==> config.mk <==
export PLATFORM = sky130hd
export DESIGN_NAME = crs_device_flat
export DESIGN_NICKNAME = d
export VERILOG_FILES = /design/src/inc/crs_pkg.sv /design/src/inc/crs_link_if.sv /design/src/rtl/crs_device.sv /design/src/flat_wrapper.sv
export SDC_FILE = /design/constraint.sdc
export NUM_CORES = 1
export LEC_CHECK = 0
export BUFFER_PORTS_ARGS = -buffer_cell sky130_fd_sc_hd__clkbuf_2
export CORE_UTILIZATION = 35
export CTS_CLUSTER_SIZE = 24
export DETAILED_ROUTE_END_ITERATION = 10
export GPL_ROUTABILITY_DRIVEN = 0
export PLACE_DENSITY = 0.63
export SYNTH_ARGS = -nofsm -noshare
export SYNTH_HDL_FRONTEND = slang
export SYNTH_SLANG_ARGS = --single-unit
==> constraint.sdc <==
create_clock -name pclk -period 2.55 [get_ports pclk]
set_input_delay 0.51 -clock pclk [delete_from_list [all_inputs] [get_ports pclk]]
set_output_delay 0.51 -clock pclk [all_outputs]
set_load 0.005 [all_outputs]
==> src/inc/crs_pkg.sv <==
`default_nettype none
package crs_pkg;
    // ****************
    // Bus and channels
    // ****************
    localparam int          NCH   = 12;
    localparam int          AW    = 10;
    localparam int          DW    = 16;
    localparam int          IW    = 32;
    // ****************
    // Register map (byte addresses)
    // ****************
    localparam logic [AW-1:0] CHANNEL_CONTROL_BASE_STRIDE   = 10'h020;
    localparam logic [AW-1:0] MULTI_CHANNEL_CONTROL_BASE    = 10'h180;
    localparam logic [AW-1:0] ALL_CHANNEL_CONTROL_BASE      = 10'h1C0;
    localparam logic [AW-1:0] X_INCR_HIGH   = 10'h1A4;
    localparam logic [AW-1:0] TEST_CTRL     = 10'h1F0;
    localparam logic [AW-1:0] GROUP_SEL     = 10'h1F4;
    localparam logic [AW-1:0] ST_EARLY_LATE = 10'h200;
    localparam logic [AW-1:0] ST_MEAS       = 10'h204;
    localparam logic [AW-1:0] ST_NEW_DATA   = 10'h208;
    localparam logic [AW-1:0] ST_MISSED     = 10'h20C;
    localparam logic [AW-1:0] ACC_BASE      = 10'h210;
    localparam logic [AW-1:0] ACC_STRIDE    = 10'h010;
    localparam logic [AW-1:0] MULTI_ACC     = 10'h2D0;
    localparam logic [AW-1:0] ALL_ACC       = 10'h2E0;
    localparam logic [AW-1:0] ACC_END       = 10'h2F0;
    // Offsets within a channel block
    localparam logic [4:0]  OFF_CODE_PHASE = 5'h04;
    localparam logic [4:0]  OFF_CARR_CYC   = 5'h08;
    localparam logic [4:0]  OFF_CARR_HI    = 5'h0C;
    localparam logic [4:0]  OFF_CARR_LO    = 5'h10;
    localparam logic [4:0]  OFF_CODE_HI    = 5'h14;
    localparam logic [4:0]  OFF_CODE_LO    = 5'h18;
    localparam logic [4:0]  OFF_ACC_RESET  = 5'h04;
    localparam logic [4:0]  OFF_Q_PROMPT   = 5'h0C;
    // Field positions
    localparam int          TEST_MODE_BIT = 3;
    localparam int          INT_FLAG_BIT  = 15;
    localparam int          GLITCH_BIT    = 15;
    localparam int          LEVEL_BIT     = 14;
    localparam int          EPOCH_BIT     = 13;
    localparam int          MEASUREMENT_INTERRUPT_FLAG_BIT  = 12;
    // ****************
    // Timing
    // ****************
    localparam int          PHASES        = 7;
    localparam int          CLK_MHZ       = 40;
    localparam int          WR_GAP_NS     = 300;
    localparam int          WR_GAP_CYC    = (WR_GAP_NS * CLK_MHZ + 999) / 1000;
    localparam int          GLITCH_NS     = 25;
    localparam int          GLITCH_CYC    = (GLITCH_NS * CLK_MHZ + 999) / 1000;
    localparam int          WARN_MS       = 50;
    localparam int          WARN_CYC      = WARN_MS * CLK_MHZ * 1000;
    localparam int          RD_CYC        = 2;
    // Host command registers (APB)
    localparam logic [7:0]  H_ADDR   = 8'h00;
    localparam logic [7:0]  H_DATA   = 8'h04;
    localparam logic [7:0]  H_GO     = 8'h08;
    localparam logic [7:0]  H_STATUS = 8'h0C;
endpackage
`default_nettype wire

==> src/inc/crs_link_if.sv <==
`timescale 1ns/1ps
`default_nettype none
interface crs_link_if
    import crs_pkg::*;
(
    input wire logic pclk,
    input wire logic presetn
);
    logic          wr_en;
    logic          rd_en;
    logic [AW-1:0] addr;
    logic [DW-1:0] wdata;
    logic [DW-1:0] rdata;

    modport dev  (input pclk, presetn, wr_en, rd_en, addr, wdata, output rdata);
    modport host (input pclk, presetn, rdata, output wr_en, rd_en, addr, wdata);
endinterface
`default_nettype wire

==> src/rtl/crs_device.sv <==
// Behaviour
// - Decode channel control and integration offsets
// - Counter writes only in test mode
// - Broadcast and group writes, write only
// - Control addresses write control, read measurements
// - 16-bit transfers, increments assembled 32-bit
// - Upper word held until lower word
// - Buffered word applied next phase cycle
// - Shared upper increment needs no wait
// - Integration reset clears channel status bits
// - Status latch write samples new-data, missed and early/late flags
// - New-data bits captured on interrupt edge
// - Host latches status only with interrupts off
// - Host services interrupts before next dump
// - Interrupt flag set, cleared on read
// - New-data cleared by prompt read, reset
// - Visible on latch; disable clears immediately
// - Discrete input glitch flag, read clears
// - Live discrete input level on read
// - Epoch flag set, read clears
// - Measurement interrupt at epoch and before
// - Missed-data set on overrun until reset
// - Early/late bit fixed at dump
//
// Decided for this implementation: the APB slave port.
`timescale 1ns/1ps
`default_nettype none
module crs_device
    import crs_pkg::*;
#(
    parameter int              NPH      = PHASES,
    parameter logic [31:0]     WARN_CY  = WARN_CYC
)(
    crs_link_if.dev            link,
    input  wire logic [NCH-1:0] dump,
    input  wire logic [NCH-1:0] early_code,
    input  wire logic [NCH-1:0] chan_enable,
    input  wire logic          integration_interrupt,
    input  wire logic          measurement_epoch,
    input  wire logic          interrupt_enable,
    input  wire logic          discrete_input_level,
    input  wire logic          software_master_reset,
    input  wire logic [DW-1:0] meas_rdata,
    output logic [AW-1:0]      meas_addr,
    output logic               wr_stb,
    output logic [NCH-1:0]     wr_mask,
    output logic [4:0]         wr_off,
    output logic               wr_is_acc,
    output logic [DW-1:0]      wr_data,
    output logic               incr_load,
    output logic               incr_is_code,
    output logic [NCH-1:0]     incr_mask,
    output logic [IW-1:0]      incr_value,
    output logic               test_mode
);
    // ****************
    // Decode helpers
    // ****************
    typedef struct packed {
        logic           is_ctl;
        logic           is_acc;
        logic [NCH-1:0] mask;
        logic [4:0]     off;
    } crs_dec_s;

    function automatic crs_dec_s decode(input logic [AW-1:0] a, input logic [NCH-1:0] grp);
        crs_dec_s d;
        logic [AW-1:0] rel;
        d   = '0;
        rel = a - ACC_BASE;
        if (a < MULTI_CHANNEL_CONTROL_BASE) begin
            d.is_ctl = 1'b1;
            d.mask   = NCH'(1) << a[8:5];
            d.off    = a[4:0];
        end else if (a >= MULTI_CHANNEL_CONTROL_BASE && a < MULTI_CHANNEL_CONTROL_BASE + CHANNEL_CONTROL_BASE_STRIDE) begin
            d.is_ctl = 1'b1;
            d.mask   = grp;
            d.off    = a[4:0];
        end else if (a >= ALL_CHANNEL_CONTROL_BASE && a < ALL_CHANNEL_CONTROL_BASE + CHANNEL_CONTROL_BASE_STRIDE) begin
            d.is_ctl = 1'b1;
            d.mask   = '1;
            d.off    = a[4:0];
        end else if (a >= ACC_BASE && a < MULTI_ACC) begin
            d.is_acc = 1'b1;
            d.mask   = NCH'(1) << rel[7:4];
            d.off    = {1'b0, a[3:0]};
        end else if (a >= MULTI_ACC && a < ALL_ACC) begin
            d.is_acc = 1'b1;
            d.mask   = grp;
            d.off    = {1'b0, a[3:0]};
        end else if (a >= ALL_ACC && a < ACC_END) begin
            d.is_acc = 1'b1;
            d.mask   = '1;
            d.off    = {1'b0, a[3:0]};
        end
        return d;
    endfunction

    function automatic logic single(input logic [AW-1:0] a);
        return (a < MULTI_CHANNEL_CONTROL_BASE) || (a >= ACC_BASE && a < MULTI_ACC);
    endfunction

    // ****************
    // Write input buffer and phase clock
    // ****************
    logic [$clog2(NPH)-1:0] phase_r;
    logic                   pend_r;
    logic [AW-1:0]          baddr_r;
    logic [DW-1:0]          bdata_r;
    logic [NCH-1:0]         group_r;
    logic [DW-1:0]          upper_r;
    logic                   apply;
    crs_dec_s               wd;

    assign apply = pend_r && (phase_r == ($clog2(NPH))'(NPH - 1));
    assign wd    = decode(baddr_r, group_r);

    always_ff @(posedge link.pclk or negedge link.presetn) begin
        if (!link.presetn) begin
            phase_r <= '0;
        end else if (phase_r == ($clog2(NPH))'(NPH - 1)) begin
            phase_r <= '0;
        end else begin
            phase_r <= phase_r + 1'b1;
        end
    end

    always_ff @(posedge link.pclk or negedge link.presetn) begin
        if (!link.presetn) begin
            pend_r  <= 1'b0;
            baddr_r <= '0;
            bdata_r <= '0;
        end else if (link.wr_en && link.addr != X_INCR_HIGH) begin
            pend_r  <= 1'b1;
            baddr_r <= link.addr;
            bdata_r <= link.wdata;
        end else if (apply) begin
            pend_r  <= 1'b0;
        end
    end

    always_ff @(posedge link.pclk or negedge link.presetn) begin
        if (!link.presetn) begin
            group_r   <= '0;
            test_mode <= 1'b0;
        end else if (apply && baddr_r == GROUP_SEL) begin
            group_r   <= bdata_r[NCH-1:0];
        end else if (apply && baddr_r == TEST_CTRL) begin
            test_mode <= bdata_r[TEST_MODE_BIT];
        end
    end

    // Upper increment word; shared address loads at once, no buffer wait
    always_ff @(posedge link.pclk or negedge link.presetn) begin
        if (!link.presetn) begin
            upper_r <= '0;
        end else if (link.wr_en && link.addr == X_INCR_HIGH) begin
            upper_r <= link.wdata;
        end else if (apply && wd.is_ctl && (wd.off == OFF_CARR_HI || wd.off == OFF_CODE_HI)) begin
            upper_r <= bdata_r;
        end
    end

    always_ff @(posedge link.pclk or negedge link.presetn) begin
        if (!link.presetn) begin
            incr_load    <= 1'b0;
            incr_is_code <= 1'b0;
            incr_mask    <= '0;
            incr_value   <= '0;
        end else begin
            incr_load <= 1'b0;
            if (apply && wd.is_ctl && (wd.off == OFF_CARR_LO || wd.off == OFF_CODE_LO)) begin
                incr_load    <= 1'b1;
                incr_is_code <= (wd.off == OFF_CODE_LO);
                incr_mask    <= wd.mask;
                incr_value   <= {upper_r, bdata_r};
            end
        end
    end

    // Plain 16-bit writes to channel registers
    always_ff @(posedge link.pclk or negedge link.presetn) begin
        if (!link.presetn) begin
            wr_stb    <= 1'b0;
            wr_mask   <= '0;
            wr_off    <= '0;
            wr_is_acc <= 1'b0;
            wr_data   <= '0;
        end else begin
            wr_stb <= 1'b0;
            if (apply && (wd.is_ctl || wd.is_acc)) begin
                if (wd.is_ctl && (wd.off == OFF_CODE_PHASE || wd.off == OFF_CARR_CYC)) begin
                    wr_stb <= test_mode;
                end else if (wd.is_ctl) begin
                    wr_stb <= !(wd.off == OFF_CARR_HI || wd.off == OFF_CODE_HI ||
                                wd.off == OFF_CARR_LO || wd.off == OFF_CODE_LO);
                end else begin
                    wr_stb <= (wd.off != OFF_ACC_RESET);
                end
                wr_mask   <= wd.mask;
                wr_off    <= wd.off;
                wr_is_acc <= wd.is_acc;
                wr_data   <= bdata_r;
            end
        end
    end

    // ****************
    // Read path
    // ****************
    logic          rd_q;
    logic [AW-1:0] raddr_r;
    logic          rd_end;
    logic [DW-1:0] rdata_r;
    logic          int_q;
    logic          int_edge;
    logic          latch;
    logic          acc_rst_any;
    logic [NCH-1:0] acc_rst;
    logic [NCH-1:0] prompt_rd;
    crs_dec_s      rdd;

    assign rd_end      = rd_q && !link.rd_en;
    assign rdd         = decode(raddr_r, group_r);
    assign int_edge    = integration_interrupt && !int_q;
    assign latch       = int_edge || (apply && baddr_r == ST_EARLY_LATE);
    assign acc_rst_any = apply && wd.is_acc && wd.off == OFF_ACC_RESET;
    assign acc_rst     = acc_rst_any ? wd.mask : '0;
    assign prompt_rd   = (rd_end && rdd.is_acc && rdd.off == OFF_Q_PROMPT && single(raddr_r)) ? rdd.mask : '0;
    assign meas_addr   = link.addr;
    assign link.rdata  = rdata_r;

    always_ff @(posedge link.pclk or negedge link.presetn) begin
        if (!link.presetn) begin
            rd_q    <= 1'b0;
            raddr_r <= '0;
            int_q   <= 1'b0;
        end else begin
            rd_q    <= link.rd_en;
            raddr_r <= link.rd_en ? link.addr : raddr_r;
            int_q   <= integration_interrupt;
        end
    end

    // ****************
    // Status flags
    // ****************
    logic [NCH-1:0] new_live_r;
    logic [NCH-1:0] miss_live_r;
    logic [NCH-1:0] el_live_r;
    logic [NCH-1:0] new_vis_r;
    logic [NCH-1:0] miss_vis_r;
    logic [NCH-1:0] el_vis_r;
    logic           int_flag_r;
    logic           glitch_r;
    logic           epoch_r;
    logic           measurement_interrupt_flag_r;
    logic [31:0]    ep_cnt_r;
    logic [31:0]    ep_per_r;
    logic [NCH-1:0] chan_clr;
    logic           warn;

    assign chan_clr = acc_rst | ~chan_enable | {NCH{software_master_reset}};

    always_ff @(posedge link.pclk or negedge link.presetn) begin
        if (!link.presetn) begin
            new_live_r  <= '0;
            miss_live_r <= '0;
            el_live_r   <= '0;
        end else begin
            new_live_r  <= dump | (new_live_r & ~(chan_clr | prompt_rd));
            miss_live_r <= (dump & new_live_r) | (miss_live_r & ~chan_clr);
            el_live_r   <= (dump & early_code) | (el_live_r & ~dump & ~chan_clr);
        end
    end

    always_ff @(posedge link.pclk or negedge link.presetn) begin
        if (!link.presetn) begin
            new_vis_r  <= '0;
            miss_vis_r <= '0;
            el_vis_r   <= '0;
        end else if (latch) begin
            new_vis_r  <= new_live_r & ~(chan_clr | prompt_rd);
            miss_vis_r <= miss_live_r & ~chan_clr;
            el_vis_r   <= el_live_r & ~chan_clr;
        end else begin
            new_vis_r  <= new_vis_r & ~(chan_clr | prompt_rd);
            miss_vis_r <= miss_vis_r & ~chan_clr;
            el_vis_r   <= el_vis_r & ~chan_clr;
        end
    end

    // Flags below ignore the software reset
    always_ff @(posedge link.pclk or negedge link.presetn) begin
        if (!link.presetn) begin
            int_flag_r <= 1'b0;
            glitch_r   <= 1'b0;
            epoch_r    <= 1'b0;
            measurement_interrupt_flag_r <= 1'b0;
        end else begin
            int_flag_r <= int_edge || (int_flag_r && !(rd_end && raddr_r == ST_NEW_DATA));
            glitch_r   <= !discrete_input_level || (glitch_r && !(rd_end && raddr_r == ST_MISSED));
            epoch_r    <= measurement_epoch || (epoch_r && !(rd_end && raddr_r == ST_MISSED));
            measurement_interrupt_flag_r <= (interrupt_enable && (measurement_epoch || warn)) ||
                          (measurement_interrupt_flag_r && !(rd_end && raddr_r == ST_MISSED));
        end
    end

    // Epoch period tracker for the early warning
    assign warn = (ep_per_r > WARN_CY) && (ep_cnt_r == ep_per_r - WARN_CY);

    always_ff @(posedge link.pclk or negedge link.presetn) begin
        if (!link.presetn) begin
            ep_cnt_r <= '0;
            ep_per_r <= '0;
        end else if (measurement_epoch) begin
            ep_cnt_r <= 32'h0000_0001;
            ep_per_r <= ep_cnt_r;
        end else begin
            ep_cnt_r <= ep_cnt_r + 1'b1;
        end
    end

    always_ff @(posedge link.pclk or negedge link.presetn) begin
        if (!link.presetn) begin
            rdata_r <= '0;
        end else if (link.rd_en) begin
            if (link.addr == ST_EARLY_LATE) begin
                rdata_r <= DW'(el_vis_r);
            end else if (link.addr == ST_MEAS) begin
                rdata_r <= meas_rdata;
            end else if (link.addr == ST_NEW_DATA) begin
                rdata_r <= DW'({int_flag_r, 3'b000, new_vis_r});
            end else if (link.addr == ST_MISSED) begin
                rdata_r <= DW'({glitch_r, discrete_input_level, epoch_r, measurement_interrupt_flag_r, miss_vis_r});
            end else if (single(link.addr)) begin
                rdata_r <= meas_rdata;
            end else begin
                rdata_r <= '0;
            end
        end
    end
endmodule
`default_nettype wire

==> src/flat_wrapper.sv <==
// flat-port wrapper written by rule: the top's interface ports become plain ports
module crs_device_flat import crs_pkg::*;
#(
    parameter int              NPH      = PHASES,
    parameter logic [31:0]     WARN_CY  = WARN_CYC
)
  (dump, early_code, chan_enable, integration_interrupt, measurement_epoch, interrupt_enable, discrete_input_level, software_master_reset, meas_rdata, meas_addr, wr_stb, wr_mask, wr_off, wr_is_acc, wr_data, incr_load, incr_is_code, incr_mask, incr_value, test_mode, pclk, presetn, link_wr_en, link_rd_en, link_addr, link_wdata, link_rdata);
  crs_link_if link_i (.pclk(pclk), .presetn(presetn));
  input  wire logic [NCH-1:0] dump;
  input  wire logic [NCH-1:0] early_code;
  input  wire logic [NCH-1:0] chan_enable;
  input  wire logic integration_interrupt;
  input  wire logic measurement_epoch;
  input  wire logic interrupt_enable;
  input  wire logic discrete_input_level;
  input  wire logic software_master_reset;
  input  wire logic [DW-1:0] meas_rdata;
  output logic [AW-1:0] meas_addr;
  output logic wr_stb;
  output logic [NCH-1:0] wr_mask;
  output logic [4:0] wr_off;
  output logic wr_is_acc;
  output logic [DW-1:0] wr_data;
  output logic incr_load;
  output logic incr_is_code;
  output logic [NCH-1:0] incr_mask;
  output logic [IW-1:0] incr_value;
  output logic test_mode;
  input wire logic pclk;
  input wire logic presetn;
  input wire logic [$bits(link_i.wr_en)-1:0] link_wr_en;
  input wire logic [$bits(link_i.rd_en)-1:0] link_rd_en;
  input wire logic [$bits(link_i.addr)-1:0] link_addr;
  input wire logic [$bits(link_i.wdata)-1:0] link_wdata;
  output wire logic [$bits(link_i.rdata)-1:0] link_rdata;
  assign link_i.wr_en = link_wr_en;
  assign link_i.rd_en = link_rd_en;
  assign link_i.addr = link_addr;
  assign link_i.wdata = link_wdata;
  assign link_rdata = link_i.rdata;
  crs_device #(.NPH(NPH), .WARN_CY(WARN_CY)) u_core (.link(link_i), .dump(dump), .early_code(early_code), .chan_enable(chan_enable), .integration_interrupt(integration_interrupt), .measurement_epoch(measurement_epoch), .interrupt_enable(interrupt_enable), .discrete_input_level(discrete_input_level), .software_master_reset(software_master_reset), .meas_rdata(meas_rdata), .meas_addr(meas_addr), .wr_stb(wr_stb), .wr_mask(wr_mask), .wr_off(wr_off), .wr_is_acc(wr_is_acc), .wr_data(wr_data), .incr_load(incr_load), .incr_is_code(incr_is_code), .incr_mask(incr_mask), .incr_value(incr_value), .test_mode(test_mode));
endmodule
# Word level (Yosys, flattened, before mapping)
# Cells that the tools add are included.
[totals]
reg_bits = 308
in_bits = 87
output_inout_bits = 108
word_cells = 210
[op_classes]
add_sub_neg = 5
n_lt_le_gt_ge = 26
n_eq_ne = 21
shift = 4
mux = 41
bitwise = 21
reduce_logical = 60
[op_table]
columns = ["cell", "n"]
rows = [
  ["$and A12 B12 Y12", 10],
  ["$mux W16", 7],
  ["$mux W18", 6],
  ["$mux W17", 6],
  ["$or A12 B12 Y12", 6],
  ["$eq A10 B10 Y1 const B", 7],
  ["$ge A10 B10 Y1 const B", 7],
  ["$lt A10 B10 Y1 const B", 7],
  ["$lt A10 B9 Y1 const B", 7],
  ["$mux W12", 5],
  ["$not A12 Y12", 4],
  ["$shl A1 B4 Y12 const A", 4],
  ["$ge A10 B9 Y1 const B", 4],
  ["$logic_and A1 B1 Y1", 37],
  ["$add A32 B1 Y32 const B", 1],
  ["$eq A32 B32 Y1", 1],
  ["$gt A32 B21 Y1 const B", 1],
  ["$mux W32", 1],
  ["$sub A32 B21 Y32 const B", 1],
  ["$eq A10 B9 Y1 const B", 3],
  ["$sub A8 B5 Y8 const B", 2],
  ["$eq A5 B4 Y1 const B", 3],
  ["$eq A5 B5 Y1 const B", 3],
  ["$mux W1", 15],
  ["11 further kinds", 30],
]

# Logic depth before layout (Yosys ltp)
# Gate-level depths: netlist of run 1.
[depth]
depth_word = 17
mapped_depth = 10
depth_no_buf = 9

# Worst setup path before layout of run 1
# Ideal clock, no wire load.
[synth_timing]
kind = "flip-flop to flip-flop"
start = "register u_core.baddr_r[7]"
end = "register u_core.incr_value[10]"
setup_ns = 0.125
arrival_time_ns = 2.244
required_time_ns = 2.425
slack_ns = 0.181
path_stages_with_launch = 9
path_buffers = 2
synth_period_minus_slack_ns = 2.369
cell_sequence = "dfrtp_1 > or4_4 > a21bo_1 > and3_1 > o2111ai_1 > or2_1 > buf_6 > buf_6 > mux2_4"
[synth_between]
elab_chain_cells = 11
word_cells_on_any_way = 30
cone_classes = "order compare: 11; eq/ne: 2; mux: 9; reduce/logical: 8"
[synth_rtl]
columns = ["element", "line", "source"]
rows = [
  ["start, declared", "crs_device.sv:108", "logic [AW-1:0] baddr_r;"],
  ["start signal, assigned", "crs_device.sv:135", "baddr_r <= link.addr;"],
  ["$ge A10 B10 Y1 / $lt A10 B10 Y1 (equally long branches)", "crs_device.sv:91", "end else if (a >= ALL_ACC && a < ACC_END) begin"],
  ["$logic_and A1 B1 Y1", "crs_device.sv:91", ""],
  ["$mux W18", "crs_device.sv:91", ""],
  ["$mux W18", "crs_device.sv:87", "end else if (a >= MULTI_ACC && a < ALL_ACC) begin"],
  ["$mux W18", "crs_device.sv:83", "end else if (a >= ACC_BASE && a < MULTI_ACC) begin"],
  ["$mux W17", "crs_device.sv:79", "end else if (a >= ALL_CHANNEL_CONTROL_BASE && a < ALL_CHANNEL_CONTROL_BASE + CHANNEL_CONTROL_BASE_STRIDE) begi ..."],
  ["$mux W17", "crs_device.sv:75", "end else if (a >= MULTI_CHANNEL_CONTROL_BASE && a < MULTI_CHANNEL_CONTROL_BASE + CHANNEL_CONTROL_BASE_STRIDE) ..."],
  ["$mux W17", "crs_device.sv:71", "if (a < MULTI_CHANNEL_CONTROL_BASE) begin"],
  ["$eq A5 B5 Y1", "crs_device.sv:172", "if (apply && wd.is_ctl && (wd.off == OFF_CARR_LO || wd.off == OFF_CODE_LO)) begin"],
  ["$logic_or A1 B1 Y1", "crs_device.sv:172", ""],
  ["$logic_and A1 B1 Y1 *", "crs_device.sv:172", ""],
  ["end signal, assigned", "crs_device.sv:176", "incr_value <= {upper_r, bdata_r};"],
  ["end, declared", "crs_device.sv:53", "output logic [IW-1:0] incr_value,"],
]
# Mark *: on every way between the ends. The rest lies on a longest branch, timed or not.
# A chain may end at the register's enable or synchronous reset.

# Worst setup path in the final report of run 1
[layout_timing]
start = "register u_core.baddr_r[7]"
end = "register u_core.incr_value[1]"
# The elaborated chain is that of the path after synthesis.

==> results of run 1 <==
Yosys cell counts, drive strengths merged, types with 3 or more instances:
cell type | number | area, um2
clkbuf | 59 | 222.7
xnor2 | 38 | 332.8
nor4b | 3 | 26.28
nand2 | 233 | 874.6
o211a | 3 | 30.03
or4 | 5 | 41.29
a2111oi | 4 | 35.03
or3 | 6 | 37.54
o211ai | 8 | 60.06
nand3b | 8 | 60.06
nand4 | 17 | 112.6
buf | 35 | 220.2
nor3b | 6 | 45.04
nor4 | 12 | 96.34
o21ai | 104 | 520.5
nand3 | 33 | 165.2
a221oi | 16 | 140.1
o31ai | 5 | 42.54
a21boi | 12 | 90.09
inv | 31 | 116.4
xor2 | 34 | 297.8
a31oi | 5 | 31.28
mux2 | 125 | 1520
a22o | 4 | 35.03
nor2b | 13 | 81.33
nor3 | 17 | 85.08
and3 | 7 | 43.79
o22ai | 6 | 37.54
nor2 | 99 | 371.6
and4b | 4 | 40.04
a21oi | 64 | 320.3
a211o | 3 | 26.28
mux2i | 26 | 260.3
nand2b | 28 | 175.2
a21o | 14 | 105.1
o31a | 3 | 26.28
a22oi | 15 | 112.6
o21bai | 5 | 37.54
dfrtp | 308 | 7707
metrics by stage:
stage               instances  hold WS (ns)
CTS                      2253        0.1033
global placement         2188        0.4631
detailed placement       2188        0.4708
floorplan                1463        0.2144
finish                   2259        0.1333
global route             2256        0.1108
area by class of cell:
class	instances	share of cell area, %
Tap cell	539	3.696
Multi-Input combinational cell	1029	37.28
Sequential cell	308	42.24
Clock buffer	57	5.862
Timing Repair Buffer	284	9.942
Antenna cell	3	0.04114
Inverter	32	0.6582
Clock inverter	7	0.2743
metal layers:
layer  vias up  wire length [um]
met3        95              2366
met4         4              1721
met1      5838             18510
li1       5589                 -
met5         -                22
met2       332             18850
path summary, 6_finish.rpt:
| check | start | slack (ns) | end |
|---|---|---|---|
| setup / recovery | u_core.baddr_r[7]$_DFFE_PN0P_ | 0.09 | u_core.incr_value[1]$_DFFE_PN0P_ |
| hold / removal | integration_interrupt | 0.13 | u_core.int_q$_DFF_PN0_ |
| setup reg to reg | u_core.baddr_r[7]$_DFFE_PN0P_ | 0.09 | u_core.incr_value[1]$_DFFE_PN0P_ |
| max in group asynchronous | presetn | 1.20 | u_core.link.rdata[13]$_DFFE_PN0P_ |
| min in group asynchronous | presetn | 0.50 | u_core.incr_value[13]$_DFFE_PN0P_ |
| hold reg to reg | u_core.upper_r[15]$_DFFE_PN0P_ | 0.48 | u_core.upper_r[15]$_DFFE_PN0P_ |
sequential cells by signal, summed over array words and instances (netlist names), 16 cells and up:
register,flops
u_core.ep_cnt_r,32
u_core.ep_per_r,32
u_core.incr_value,32
u_core.bdata_r,16
u_core.link.rdata,16
u_core.upper_r,16
u_core.wr_data,16
logic make-up after synthesis:
logic type      after synthesis  share of synthesized area, %
compound gates              298                         12.81
simple gates                506                         15.90
buf+inv                     126                         3.749
xor+xnor                     72                         4.199
fa+ha+maj                     2                        0.1666
flops                       308                         51.32
mux                         151                         11.85
where the power goes:
part / switching, mW / total [mW] / internal, mW
logic: 0.784 / 1.45 / 0.666
clock network: 2.00 / 4.87 / 2.88
registers: 0.283 / 5.52 / 5.24
critical path, delay by kind of cell, from the launching register on:
kind | cells | cell delay, ns
and+or+nand+nor | 3 | 0.94
muxes | 1 | 0.36
DFF | 1 | 0.38
AOI/OAI and AO/OA | 2 | 0.46
buffers and inverters | 1 | 0.19
repair_timing:
item / CTS / global route
pin swaps: 0 / 2
hold buffers: 1 / 0
buffers inserted: 0 / 2
cloned: 0 / 1
resized for setup: 1 / 5
endpoints found under the hold margin: 58 / 0
endpoints found under the setup margin: 1 / 32
==> impl_metrics.tcl, run 1 <==
set metrics [dict create \
    synth.avg_cell_area_um2 10.27 \
    setup-violations-final 0 \
    layout_commonest_cell "dfrtp_1" \
    dieArea_um2 43750 \
    synth_area_um2 15020 \
    netlist_instances 1463 \
    placed_area_um2 17050 \
    wirelength_um 41470 \
    power_mw 11.85 \
    worstPathCellList "or4_4 -> a21bo_1 -> and3_1 -> o2111ai_1 -> or2_4 -> buf_12 -> mux2_2" \
    clk_transition_reported_paths_ns 0.06 \
    io_pins 195 \
    fp.coreArea_um2 42130 \
    source_to_sink_clock_delay_at_the_later_pin_of_the_worst_skew_pair_ns 0.54 \
    drtAntennaViolNets 0 \
    wire_per_inst_um 18.36 \
    worstPathMaxFanout 18 \
    clock_sinks 308 \
    setup_slack_ns 0.09252 \
    timing_worst_slew_pin_value_ns 0.6365 \
    ys_dominant_reg_cell "dfrtp_1" \
    max_freq_ghz 0.4069 \
    min_path_cells 1 \
    final_util_pct 43.31 \
    post_synthesis_async_set_or_reset_flop_share_pct 100.0 \
    timing.final.hold_violations 0 \
    placementRows 75 \
    tritoncts "built" \
    ys.warnings.count 0 \
    totalNegativeSetupSlack_ns 0 \
    grt_util_met3_pct 4.373 \
    globalRouteTotalUtil_pct 19.11 \
    grt_overflow 0 \
    synth_enable_flop_cells 0 \
    synthesis.nets 1552 \
    slew-limit-headroom_pct 57.56 \
    port_buffers 194 \
    die-height_um 209.2 \
    power_per_cell_area_nw_per_um2 649.3 \
    endpoint_kind "flip-flop" \
    layout_area_growth_over_synthesis_pct 21.50 \
    multi_input_comb_area_um2 6804 \
    grt_first_pass_wirelength_um 65670 \
    worstRegToRegCells 7 \
    clock_tree_skew_after_final_layout_ns 0.01527 \
    leakagePower_nw 8.676 \
    initialDrtViolationCount 768 \
    cts_max_level 2 \
    yosys.cell_types.count 82 \
    final_cell_mix "dfrtp_1, nand2_1, clkbuf_2" \
    fillCellCount 4025 \
    share_of_layout_cells_above_drive_strength_1_pct 28.13 \
    slowest_stage "or4_4" \
    peakVddDrop_mv 0.3586 \
    initial_utilization_pct 35.65 \
    outcome "complete, no violations" \
    worst-endpoint-required_ns 2.97 \
    largest_net_degree_at_the_start_of_global_routing 70 \
    global_route.usage.met1_pct 25.51 \
    final.min_clock_period_ns 2.457 \
    critical_path.startpoint_type "flip-flop" \
    busiest_layer "met2" \
    cts_buffers 35 \
    detailed_place_hpwl_um 29810 \
    drt_pre_antenna_iters 5 \
    area.sequential_um2 7709 \
    arrival_ns 2.88 \
    route.detailed.vias_per_inst 5.249 \
    antenna_found_initial 2 \
    via_count 11860 \
    die_width_um 209.2 \
    dp_worst_setup_slack_ns -0.07729 \
    worst-setup-path-type "flip-flop to flip-flop" \
    grt_pass1_vias 11760 \
    postSynthRegisterBits 308 \
    design_area_um2 18250 \
    grt.met2_usage_pct 29.53 \
    cts.path.max_buffers 3 \
    max-cap-violations 0 \
    final_nets 1779 \
    hp-class "input pin to flip-flop" \
    cts_root_buffer "clkbuf_16" \
    yosysSeqAreaShare_pct 51.32 \
    drc_errors 0 \
    period_utilization_post_route_pct 96.37 \
    crit_path_max_incr_delay_ns 0.54 \
    finalMaxSlewViolations 0 \
]
Power figures use the tool's default switching activity.
==> run 2: changes to the inputs <==
--- a/config.mk
+++ b/config.mk
@@ -6,6 +6,7 @@
 export NUM_CORES = 1
 export LEC_CHECK = 0
 export BUFFER_PORTS_ARGS = -buffer_cell sky130_fd_sc_hd__clkbuf_2
+export CORE_ASPECT_RATIO = 1.2
 export CORE_UTILIZATION = 35
 export CTS_CLUSTER_SIZE = 24
 export DETAILED_ROUTE_END_ITERATION = 10
==> constraint.sdc (replaced) <==
create_clock -name pclk -period 2 [get_ports pclk]
set_input_delay 0.4 -clock pclk [delete_from_list [all_inputs] [get_ports pclk]]
set_output_delay 0.4 -clock pclk [all_outputs]
set_load 0.005 [all_outputs]
==> run 2 against run 1 <==
Effect of this change: the flow now finishes with violations (setup timing); total power increased by 38%; clock power increased by 40%; utilization increased by 7.7 points; cell area increased by 18%; die area about the same; critical path depth unchanged; maximum frequency increased by 0.49%; sequential share of layout area decreased by 6.3 points; critical endpoint is now u_core.incr_value[8]$_DFFE_PN0P_; non-clock buffer count increased by 211; register-to-register slack got worse by 0.54 ns; combinational power increased by 74%; highest routed layer is now met4.
==> impl_metrics.tcl, run 2 (synthesized netlist as in run 1, its figures left out) <==
set metrics [dict create \
    netSwitchingPower_mw 4.323 \
    internal-power_mw 12.08 \
    violations "setup timing" \
    initial_utilization_pct 35.70 \
    worstPathMaxFanout 8 \
    busiest_layer "met2" \
    fillCellCount 3704 \
    arrival_ns 2.85 \
    drc_errors 0 \
    final_util_pct 51.03 \
    critical_path.startpoint_type "flip-flop" \
    initialDrtViolationCount 693 \
    power_per_cell_area_nw_per_um2 764.3 \
    hp-class "input pin to flip-flop" \
    final_cells 2476 \
    outcome "finished, violations left" \
    placementRows 82 \
    tritoncts "built" \
    fp.coreArea_um2 42070 \
    clock_tree_skew_after_final_layout_ns 0.02159 \
    global_route.usage.met1_pct 27.30 \
    slew-limit-headroom_pct 59.40 \
    wire_per_inst_um 18.98 \
    worst-setup-path-type "flip-flop to flip-flop" \
    power.share.clock_pct 41.6 \
    clk_transition_reported_paths_ns 0.06 \
    slowest_stage "or4_4" \
    sequential_power_share_pct 43.0 \
    period_utilization_post_route_pct 122.3 \
    grt_setup_unrepaired "yes" \
    grt.met2_usage_pct 36.59 \
    via_count 12930 \
    grt_overflow 0 \
    cts_root_buffer "clkbuf_16" \
    setup-violations-final 182 \
    max_freq_ghz 0.4089 \
    grt_util_met3_pct 2.994 \
    globalRouteTotalUtil_pct 21.41 \
    io_pins 195 \
    drtAntennaViolNets 0 \
    area.sequential_um2 7710 \
    final_cell_mix "dfrtp_1, buf_4, nand2_1" \
    worstPathCellList "or4_4 -> a21bo_4 -> and3_4 -> o2111ai_4 -> or2_4 -> buf_12 -> mux2_4" \
    layout_area_growth_over_synthesis_pct 42.91 \
    cts_max_level 2 \
    grt_pass1_vias 13400 \
    p_sw_share_pct 26.35 \
    max-cap-violations 0 \
    timing.final.hold_violations 0 \
    power.combinational.fraction_pct 15.3 \
    placed_cells 2349 \
    antenna_found_initial 0 \
    cts.path.max_buffers 3 \
    largest_net_degree_at_the_start_of_global_routing 62 \
    drt_pre_antenna_iters 7 \
    final.min_clock_period_ns 2.445 \
    crit_path_max_incr_delay_ns 0.56 \
    endpoint_kind "flip-flop" \
    cts_buffers 36 \
    port_buffers 194 \
    wirelength_um 46980 \
    grt_first_pass_wirelength_um 73640 \
    finalMaxSlewViolations 0 \
    timing_worst_slew_pin_value_ns 0.6090 \
    setup_slack_ns -0.4454 \
    dieArea_um2 43750 \
    diodes 0 \
    die-height_um 228.9 \
    source_to_sink_clock_delay_at_the_later_pin_of_the_worst_skew_pair_ns 0.53 \
    die_width_um 191.1 \
    detailed_place_hpwl_um 31870 \
    share_of_layout_cells_above_drive_strength_1_pct 43.68 \
    worst_hold_slack_ns 0.07435 \
    dp_worst_setup_slack_ns -0.4679 \
    layout_top_registers "u_core.ep_cnt_r (32), u_core.ep_per_r (32), u_core.incr_value (32)" \
    peakVddDrop_mv 0.6697 \
    leakagePower_nw 10.28 \
    multi_input_comb_area_um2 7724 \
    totalNegativeSetupSlack_ns -45.86 \
    worst-endpoint-required_ns 2.40 \
    layout_commonest_cell "dfrtp_1" \
    clock_sinks 308 \
    final_nets 1991 \
    route.detailed.vias_per_inst 5.223 \
]
-- run 2: cell count changes in the layout (fill, tap and decap cells not counted), sizes merged --
| cell | before | now |
|---|---|---|
| diode | 3 | 0 |
| clkinvlp | 0 | 1 |
| bufbuf | 0 | 1 |
| buf | 89 | 298 |
| dlygate4sd3 | 1 | 2 |
| clkbuf | 251 | 244 |
| inv | 32 | 34 |
| clkinv | 7 | 10 |
| bufinv | 0 | 3 |
-- run 2: worst max-delay path: cells and delay by family, from the launching register on --
| family | cells | cell delay, ns |
|---|---|---|
| flops | 1 | 0.39 |
| buf+inv | 1 | 0.17 |
| simple gates | 3 | 1.00 |
| mux | 1 | 0.29 |
| compound gates | 2 | 0.45 |
-- run 2: area by class of cell --
type	count	share of cell area, %
inverter	32	0.5596
timing repair buffer	495	18.58
tap	546	3.183
sequential	308	35.92
multi-input combinational	1029	35.98
clock inverter	16	0.8569
clock buffer	50	4.920
-- run 2: timing repair --
action	4_1_cts	5_1_grt
setup endpoints to repair	176	191
hold buffers	2	0
pin swaps	67	22
cloned	13	1
buffers inserted	40	16
hold endpoints to repair	46	0
gates resized for setup	190	116
-- run 2: power by group through the flow --
| stage | Sequential (mW) | Clock [mW] | Combinational, mW |
|---|---|---|---|
| finish | 7.06 | 6.83 | 2.52 |
| global route | 7.11 | 7.23 | 2.73 |
| CTS | 7.04 | 6.98 | 2.39 |
| detailed placement | 7.13 | 0 | 2.15 |
| global placement | 7.11 | 0 | 2.10 |
| floorplan | 7.05 | 0 | 1.03 |
-- run 2: worst paths after layout --
kind	start	end	slack, ns	depth (start not counted)
worst max-delay path	u_core.baddr_r[4]$_DFFE_PN0P_	u_core.incr_value[8]$_DFFE_PN0P_	-0.45	7
worst min-delay path	early_code[3]	u_core.el_live_r[3]$_DFF_PN0_	0.07	3
worst max register to register	u_core.baddr_r[4]$_DFFE_PN0P_	u_core.incr_value[8]$_DFFE_PN0P_	-0.45	7
worst min register to register	u_core.glitch_r$_DFF_PN0_	u_core.glitch_r$_DFF_PN0_	0.48	2
max in group asynchronous	presetn	u_core.ep_cnt_r[12]$_DFF_PN0_	0.88	3
min in group asynchronous	presetn	u_core.ep_cnt_r[30]$_DFF_PN0_	0.45	2
-- run 2: metrics by stage --
stage | power [mW] | instance area (um2)
floorplan | 8.080 | 15230
global placement | 9.213 | 18520
detailed placement | 9.278 | 18520
CTS | 16.41 | 21070
global route | 17.07 | 21460
finish | 16.41 | 21460
-- run 2: per-layer routing --
| layer | up-vias | share of wire [%] | wire length [um] |
|---|---|---|---|
| met5 | - | 0 | 0 |
| met4 | 0 | 3.6 | 1673 |
| met2 | 364 | 50 | 23370 |
| met3 | 106 | 4.6 | 2164 |
| li1 | 6020 | - | - |
| met1 | 6442 | 42 | 19770 |
